`config.mk`:
```
export PLATFORM = sky130hd
export DESIGN_NAME = bal_exec
export DESIGN_NICKNAME = d
export VERILOG_FILES = /design/src/logic/bal_pkg.sv /design/src/logic/bal_exec.sv
export VERILOG_INCLUDE_DIRS = /design/src /design/src/logic
export SDC_FILE = /design/constraint.sdc
export NUM_CORES = 1
export LEC_CHECK = 0
export ABC_AREA = 1
export BUFFER_PORTS_ARGS = -buffer_cell sky130_fd_sc_hd__buf_4
export CELL_PAD_IN_SITES_DETAIL_PLACEMENT = 1
export CELL_PAD_IN_SITES_GLOBAL_PLACEMENT = 1
export CORE_ASPECT_RATIO = 1.2
export CORE_UTILIZATION = 49
export DETAILED_ROUTE_END_ITERATION = 10
export PLACE_DENSITY_LB_ADDON = 0.1
export SYNTH_ARGS = -nofsm -noshare
export SYNTH_HDL_FRONTEND = slang
export SYNTH_SLANG_ARGS = --single-unit
```
`constraint.sdc`:
```
create_clock -name ref_clk -period 14.1 [get_ports ref_clk]
set_input_delay 1.41 -clock ref_clk [delete_from_list [all_inputs] [get_ports ref_clk]]
set_output_delay 1.41 -clock ref_clk [all_outputs]
set_load 0.1 [all_outputs]
```
`src/logic/bal_consts.svh`:
```
// Named constants of the byte ALU execution unit
`ifndef BAL_CONSTS_SVH
`define BAL_CONSTS_SVH
`define BAL_LEN_ONE    2'h1
`define BAL_LEN_TWO    2'h2
`define BAL_LEN_THREE  2'h3
`define BAL_CYC_ONE    3'h1
`define BAL_CYC_TWO    3'h2
`define BAL_CYC_FOUR   3'h4
`define BAL_BYTE_RST   8'h00
`define BAL_PTR_RST    16'h0000
`define BAL_BYTE_STEP  8'h01
`define BAL_PTR_STEP   16'h0001
`define BAL_BCD_LIMIT  4'h9
`define BAL_BCD_FIX_LO 9'h006
`define BAL_BCD_FIX_HI 9'h060
`endif

```
`src/logic/bal_pkg.sv`:
```
// Types shared by the byte ALU execution unit
package bal_pkg;
   typedef enum logic [3:0] {BAL_OP_ADD, BAL_OP_ADD_WITH_CARRY_OP, BAL_OP_SUBTRACT_WITH_BORROW_OP, BAL_OP_AND, BAL_OP_OR,
                             BAL_OP_XOR, BAL_OP_INC, BAL_OP_DEC, BAL_OP_INC_PTR,
                             BAL_OP_MUL, BAL_OP_DIV, BAL_OP_BCD} bal_op_t;
   // Operand form: source for accumulator forms, destination for the direct forms
   typedef enum logic [2:0] {BAL_F_REG, BAL_F_DIR, BAL_F_IND, BAL_F_IMM, BAL_F_ACC,
                             BAL_F_DIR_ACC, BAL_F_DIR_IMM} bal_form_t;
   typedef enum logic {BAL_IDLE, BAL_BUSY} bal_phase_t;
   typedef struct packed {
      bal_op_t   op;
      bal_form_t form;
      logic [7:0] addr;
      logic [7:0] src;
      logic [7:0] imm;
   } bal_cmd_t;
   typedef struct packed {
      logic       en;
      logic [7:0] addr;
      logic [7:0] data;
   } bal_wr_t;
   typedef struct packed {
      bal_phase_t  phase;
      logic [2:0]  cnt;
      bal_cmd_t    held;
      logic [7:0]  acc;
      logic [7:0]  b;
      logic        cy;
      logic        ac;
      logic        ov;
      logic [15:0] ptr;
      logic        done;
      logic [1:0]  len;
      bal_wr_t     wr;
   } bal_state_t;
endpackage

```
`src/logic/bal_exec.sv`:
```
// Byte ALU execution unit: arithmetic, logic, multiply, divide and BCD correction
//
// Contract
// - Add register or indirect: one byte, one cycle
// - Add direct or immediate: two bytes, one cycle
// - Add with carry sums carry; register one byte
// - Add with carry direct/immediate two bytes, indirect one
// - Subtract with borrow into accumulator; direct two bytes
// - Subtract register or indirect: one byte, one cycle
// - AND into accumulator: one cycle, one/two bytes
// - AND accumulator into direct byte: two bytes
// - AND immediate into direct: three bytes, two cycles
// - OR into accumulator: one cycle, one/two bytes
// - OR accumulator into direct byte: two bytes
// - OR immediate into direct: three bytes, two cycles
// - XOR into accumulator: one cycle, one/two bytes
`timescale 1ns/1ps
`include "bal_consts.svh"
module bal_exec
(
   // Clock and reset
   input  wire logic             ref_clk,
   input  wire logic             rst_n,
   // Command from the decoder
   input  wire logic             cmd_valid,
   output logic                  cmd_ready,
   input  wire bal_pkg::bal_cmd_t cmd_i,
   // Completion
   output logic                  done_o,
   output logic [1:0]            len_o,
   // Write to a direct-addressed byte
   output bal_pkg::bal_wr_t      wr_o,
   // Architectural state
   output logic [7:0]            acc_o,
   output logic [7:0]            b_o,
   output logic                  cy_o,
   output logic                  ac_o,
   output logic                  ov_o,
   output logic [15:0]           ptr_o
);
   bal_pkg::bal_state_t s_q;
   bal_pkg::bal_state_t s_d;
   logic                accept;

   function automatic logic [1:0] len_of(input bal_pkg::bal_cmd_t c);
      logic [1:0] l;
      l = `BAL_LEN_ONE;
      if (c.op inside {bal_pkg::BAL_OP_MUL, bal_pkg::BAL_OP_DIV, bal_pkg::BAL_OP_BCD,
                       bal_pkg::BAL_OP_INC_PTR})
      begin
         l = `BAL_LEN_ONE;
      end
      else if (c.form == bal_pkg::BAL_F_DIR_IMM)
      begin
         l = `BAL_LEN_THREE;
      end
      else if (c.form inside {bal_pkg::BAL_F_DIR, bal_pkg::BAL_F_IMM, bal_pkg::BAL_F_DIR_ACC})
      begin
         l = `BAL_LEN_TWO;
      end
      return l;
   endfunction

   // Machine cycles an instruction takes
   function automatic logic [2:0] cyc_of(input bal_pkg::bal_cmd_t c);
      logic [2:0] n;
      n = `BAL_CYC_ONE;
      if (c.op inside {bal_pkg::BAL_OP_MUL, bal_pkg::BAL_OP_DIV})
      begin
         n = `BAL_CYC_FOUR;
      end
      else if (c.op == bal_pkg::BAL_OP_INC_PTR)
      begin
         n = `BAL_CYC_TWO;
      end
      else if (c.form == bal_pkg::BAL_F_DIR_IMM)
      begin
         n = `BAL_CYC_TWO;
      end
      return n;
   endfunction

   // Final cycle of an instruction: compute result, flags and write-back
   function automatic bal_pkg::bal_state_t apply(input bal_pkg::bal_state_t s,
                                                 input bal_pkg::bal_cmd_t   c);
      bal_pkg::bal_state_t r;
      logic [7:0]  x;
      logic [7:0]  y;
      logic [7:0]  res;
      logic        cin;
      logic        to_dir;
      logic [4:0]  lo;
      logic [8:0]  full;
      logic [15:0] prod;
      r      = s;
      x      = (c.form == bal_pkg::BAL_F_DIR_IMM) ? c.src : s.acc;
      y      = (c.form inside {bal_pkg::BAL_F_IMM, bal_pkg::BAL_F_DIR_IMM}) ? c.imm : c.src;
      res    = s.acc;
      cin    = (c.op == bal_pkg::BAL_OP_ADD) ? 1'b0 : s.cy;
      to_dir = c.form inside {bal_pkg::BAL_F_DIR_ACC, bal_pkg::BAL_F_DIR_IMM};
      lo     = '0;
      full   = '0;
      prod   = '0;
      case (c.op)
         // add, carry-in only for add with carry
         bal_pkg::BAL_OP_ADD, bal_pkg::BAL_OP_ADD_WITH_CARRY_OP:
         begin
            lo   = {1'b0, x[3:0]} + {1'b0, y[3:0]} + {4'h0, cin};
            full = {1'b0, x} + {1'b0, y} + {8'h00, cin};
            res  = full[7:0];
            r.cy = full[8];
            r.ac = lo[4];
            r.ov = (x[7] == y[7]) && (full[7] != x[7]);
         end
         // difference less borrow stays in the accumulator
         bal_pkg::BAL_OP_SUBTRACT_WITH_BORROW_OP:
         begin
            lo   = {1'b0, x[3:0]} - {1'b0, y[3:0]} - {4'h0, cin};
            full = {1'b0, x} - {1'b0, y} - {8'h00, cin};
            res  = full[7:0];
            r.cy = full[8];
            r.ac = lo[4];
            r.ov = (x[7] != y[7]) && (full[7] != x[7]);
         end
         bal_pkg::BAL_OP_AND: res = x & y;
         bal_pkg::BAL_OP_OR:  res = x | y;
         bal_pkg::BAL_OP_XOR: res = x ^ y;
         bal_pkg::BAL_OP_INC, bal_pkg::BAL_OP_DEC:
         begin
            x      = (c.form == bal_pkg::BAL_F_ACC) ? s.acc : c.src;
            res    = (c.op == bal_pkg::BAL_OP_INC) ? x + `BAL_BYTE_STEP : x - `BAL_BYTE_STEP;
            to_dir = (c.form != bal_pkg::BAL_F_ACC);
         end
         bal_pkg::BAL_OP_INC_PTR: r.ptr = s.ptr + `BAL_PTR_STEP;
         // product low byte to accumulator, high byte to B
         bal_pkg::BAL_OP_MUL:
         begin
            prod  = {8'h00, s.acc} * {8'h00, s.b};
            res   = prod[7:0];
            r.b   = prod[15:8];
            r.cy  = 1'b0;
            r.ov  = |prod[15:8];
         end
         // quotient to accumulator, remainder to B; zero divisor flags overflow
         bal_pkg::BAL_OP_DIV:
         begin
            r.cy = 1'b0;
            r.ov = (s.b == `BAL_BYTE_RST);
            if (s.b != `BAL_BYTE_RST)
            begin
               res = s.acc / s.b;
               r.b = s.acc % s.b;
            end
         end
         // decimal correction after a binary add
         bal_pkg::BAL_OP_BCD:
         begin
            full = {1'b0, s.acc};
            if (s.ac || (s.acc[3:0] > `BAL_BCD_LIMIT))
            begin
               full = full + `BAL_BCD_FIX_LO;
            end
            cin = s.cy | full[8];
            if (cin || (full[7:4] > `BAL_BCD_LIMIT))
            begin
               full = {1'b0, full[7:0]} + `BAL_BCD_FIX_HI;
               cin  = cin | full[8];
            end
            res  = full[7:0];
            r.cy = cin;
         end
         default: res = s.acc;
      endcase
      // direct forms write memory, not the accumulator
      if (to_dir)
      begin
         r.wr.en   = 1'b1;
         r.wr.addr = c.addr;
         r.wr.data = res;
      end
      else if (c.op != bal_pkg::BAL_OP_INC_PTR)
      begin
         r.acc = res;
      end
      r.done  = 1'b1;
      r.len   = len_of(c);
      r.phase = bal_pkg::BAL_IDLE;
      r.cnt   = '0;
      return r;
   endfunction
   // Ready whenever no multi-cycle instruction is in flight
   assign cmd_ready = (s_q.phase == bal_pkg::BAL_IDLE);
   assign accept    = cmd_valid && cmd_ready;

   // Next state: one-cycle ops finish at once, longer ones count down
   always_comb
   begin
      s_d       = s_q;
      s_d.done  = 1'b0;
      s_d.wr.en = 1'b0;
      case (s_q.phase)
         bal_pkg::BAL_IDLE:
         begin
            if (accept && (cyc_of(cmd_i) == `BAL_CYC_ONE))
            begin
               s_d = apply(s_d, cmd_i);
            end
            else if (accept)
            begin
               s_d.phase = bal_pkg::BAL_BUSY;
               s_d.cnt   = cyc_of(cmd_i) - `BAL_CYC_ONE;
               s_d.held  = cmd_i;
            end
         end
         bal_pkg::BAL_BUSY:
         begin
            if (s_q.cnt == `BAL_CYC_ONE)
            begin
               s_d = apply(s_d, s_q.held);
            end
            else
            begin
               s_d.cnt = s_q.cnt - `BAL_CYC_ONE;
            end
         end
         default: s_d.phase = bal_pkg::BAL_IDLE;
      endcase
   end

   // State register
   always_ff @(posedge ref_clk or negedge rst_n)
   begin
      if (!rst_n)
      begin
         s_q       <= '0;
         s_q.phase <= bal_pkg::BAL_IDLE;
         s_q.acc   <= `BAL_BYTE_RST;
         s_q.b     <= `BAL_BYTE_RST;
         s_q.ptr   <= `BAL_PTR_RST;
      end
      else
      begin
         s_q <= s_d;
      end
   end

   // Outputs straight from the state register
   assign done_o = s_q.done;
   assign len_o  = s_q.len;
   assign wr_o   = s_q.wr;
   assign acc_o  = s_q.acc;
   assign b_o    = s_q.b;
   assign cy_o   = s_q.cy;
   assign ac_o   = s_q.ac;
   assign ov_o   = s_q.ov;
   assign ptr_o  = s_q.ptr;
endmodule

```
==> out/metrics.cfg <==
[status]
status=complete, but fails checks
violations=design-rule violations

[synthesis]
synth_cells=2054
ys.flop_type=dfrtp_1
synth.avg_cell_area_um2=6.51
ys.warnings.count=0
async_flop_share_pct=100
synthDistinctLibCells=55
ys_ff_latch=90
ys_seq_area_share_pct=16.9
synth_nets=2286
syn_area_mm2=0.0134
synth_edf_count=0

[global_route]
grt_max_degree=68
grt_pass1_vias=15200
grt_pass1_wl_um=82300
grt.overflow.total=0
antenna_found_initial=0
groute.usage.overall_pct=38.4

[timing]
timing.slew.headroom_pct=17.5
setup_tns_ps=0
fmax_mhz=90.0
min_period_ps=11120
clock_skew_ps=12.2
setup_violations=0
hold_violations=0
period_share_pct=78.8
worstMarginPinSlew_ps=1230
rsz0062_at_grt=no
slew_viol_final=0

[cells_and_area]
num-fill-cells=3663
n_antenna_cell=0
drive_gt1_share_pct=8.05
final_cell_mix=nand2_1, inv_1, nand3_1
area_growth_pct=7.05
finish.instance_area_mm2=0.0143
final_common_cell=nand2_1
nets=2302

[routing]
ant_nets=0
drt_iter0_drc=851
vias=14300
drt_first_pass_iters=8
wire_per_inst_um=22.2
drc=7
wl_um=53500
topRoutingLayerUsed=met4
vias_per_cell=5.92
dr_wl_met3_um=3200
wirelength_met1_um=20000
dr_wl_met2_um=26500

[setup_path]
end_kind=register
path_max_fanout=14
crit_slowest_cell=dfrtp_1
crit_required_ps=14400
cp-start-kind=register
slowest_delay_ps=660
critPathArrivalTime_ps=11410
critical_path_class=register to register
crit_top_cell=nand2_1

[cts]
cts_buffer_depth=2
clk_latency_ps=380
cts_tree=yes
clock-sinks=90
cts_setup_buffers=0
htree_levels=3
cts_hold_buf=0
cts-buffers-inserted=9
clkTransAtPathRegs_ps=90
root_buffer=clkbuf_16
post_cts_resized=0

[die]
die_h_um=183
core_area_mm2=0.0265
die_w_um=153
die-area_mm2=0.0279
start_util_pct=50.4
row_count=65
io_pins=90

[placement]
port_buffers=89
place_area_mm2=0.0140
hpwl_um=42900
gp_congestion=1.05

[min_path]
hold_path.class=register to register

[job]
max-cap-violations=0

## cell type report
cell class / instances / area (um^2) / share of cell area (%)
multi-input combinational: 1508 / 9190 / 64.3
sequential: 90 / 2250 / 15.7
inverter: 358 / 1350 / 9.41
timing repair buffer: 103 / 773 / 5.40
tap: 335 / 419 / 2.93
clock buffer: 9 / 225 / 1.57
clock inverter: 7 / 97.6 / 0.682
## metrics by stage
stage / hold WS (ps) / instances / worst slack [ps] / utilization, %
3_5_place_dp: 475 / 2394 / 3160 / 52.7
6_report: 494 / 2410 / 2980 / 54.0
3_3_place_gp: 462 / 2394 / 3940 / 52.7
2_1_floorplan: 447 / 2054 / 5000 / -
4_1_cts: 496 / 2410 / 3140 / 54.0
5_1_grt: 517 / 2410 / 1830 / 54.0
## flip-flops by register name, summed over array words and instances (netlist names)
| signal | count |
|---|---|
| acc_o | 8 |
| len_o | 2 |
| cy_o | 1 |
| ac_o | 1 |
| ptr_o | 16 |
| b_o | 8 |
| s_q | 35 |
| wr_o | 17 |
| ov_o | 1 |
| done_o | 1 |
## routing by layer
layer  GRT usage (%)  up-vias
met3            5.98      207
met2            70.0      491
met5               0        -
met4            26.3        0
met1            41.0     7001
li1                -     6579
## critical path: cells and delay by family (launching register included)
kind                       cells  cell delay [ps]
and+or+nand+nor               33             3670
adders and majority gates      8             2740
AOI/OAI and AO/OA             14             2630
buffers and inverters          8             1300
DFF                            1              660
## cells in the mapped netlist (all sizes together), types with 2 or more instances
cell type | count | area [um^2]
a22o | 2 | 17.5
a31oi | 12 | 75.1
or2 | 15 | 93.9
o21bai | 6 | 45.0
nor2 | 141 | 573
a221oi | 3 | 26.3
nand3b | 4 | 30.0
a211oi | 4 | 30.0
ha | 150 | 1880
o22ai | 15 | 93.8
buf | 62 | 443
mux2 | 9 | 101
o211ai | 11 | 82.6
nand2 | 528 | 2000
clkinv | 2 | 7.51
xnor2 | 17 | 149
nor3 | 21 | 128
o21a | 2 | 15.0
fa | 48 | 961
and2 | 5 | 31.3
nand3 | 165 | 853
xor2 | 35 | 307
inv | 356 | 1340
nor4 | 3 | 25.0
dfrtp | 90 | 2250
o21ai | 161 | 806
clkbuf | 36 | 135
a21oi | 95 | 479
o221ai | 4 | 35.0
a22oi | 10 | 75.1
nand4 | 32 | 200
a21o | 3 | 22.5
## worst paths after layout
check | from | to | slack, ps | cells past startpoint
worst max-delay path | b_o[0]$_DFFE_PN0P_ | wr_o[0]$_DFFE_PN0P_ | 2980 | 63
worst min-delay path | wr_o[8]$_DFFE_PN0P_ | wr_o[8]$_DFFE_PN0P_ | 490 | 2
worst max register to register | b_o[0]$_DFFE_PN0P_ | wr_o[0]$_DFFE_PN0P_ | 2980 | 63
worst min register to register | wr_o[8]$_DFFE_PN0P_ | wr_o[8]$_DFFE_PN0P_ | 490 | 2
max in group asynchronous | rst_n | wr_o[1]$_DFFE_PN0P_ | 11920 | 2
min in group asynchronous | rst_n | cy_o$_DFFE_PN0P_ | 940 | 1
## kinds of logic (layout without fill, tap and decap cells)
kind of cell	Yosys count	count (layout)	share of synthesized area, %
compound gates	334	334	13.9
buf+inv	456	477	14.4
xor+xnor	52	52	3.41
fa+ha+maj	198	198	21.2
flops	90	90	16.9
simple gates	915	915	29.5
mux	9	9	0.758
Power is left out: the tool's default activity adds up to more than one toggle a clock period on the data nets, which glitch-free logic cannot reach.
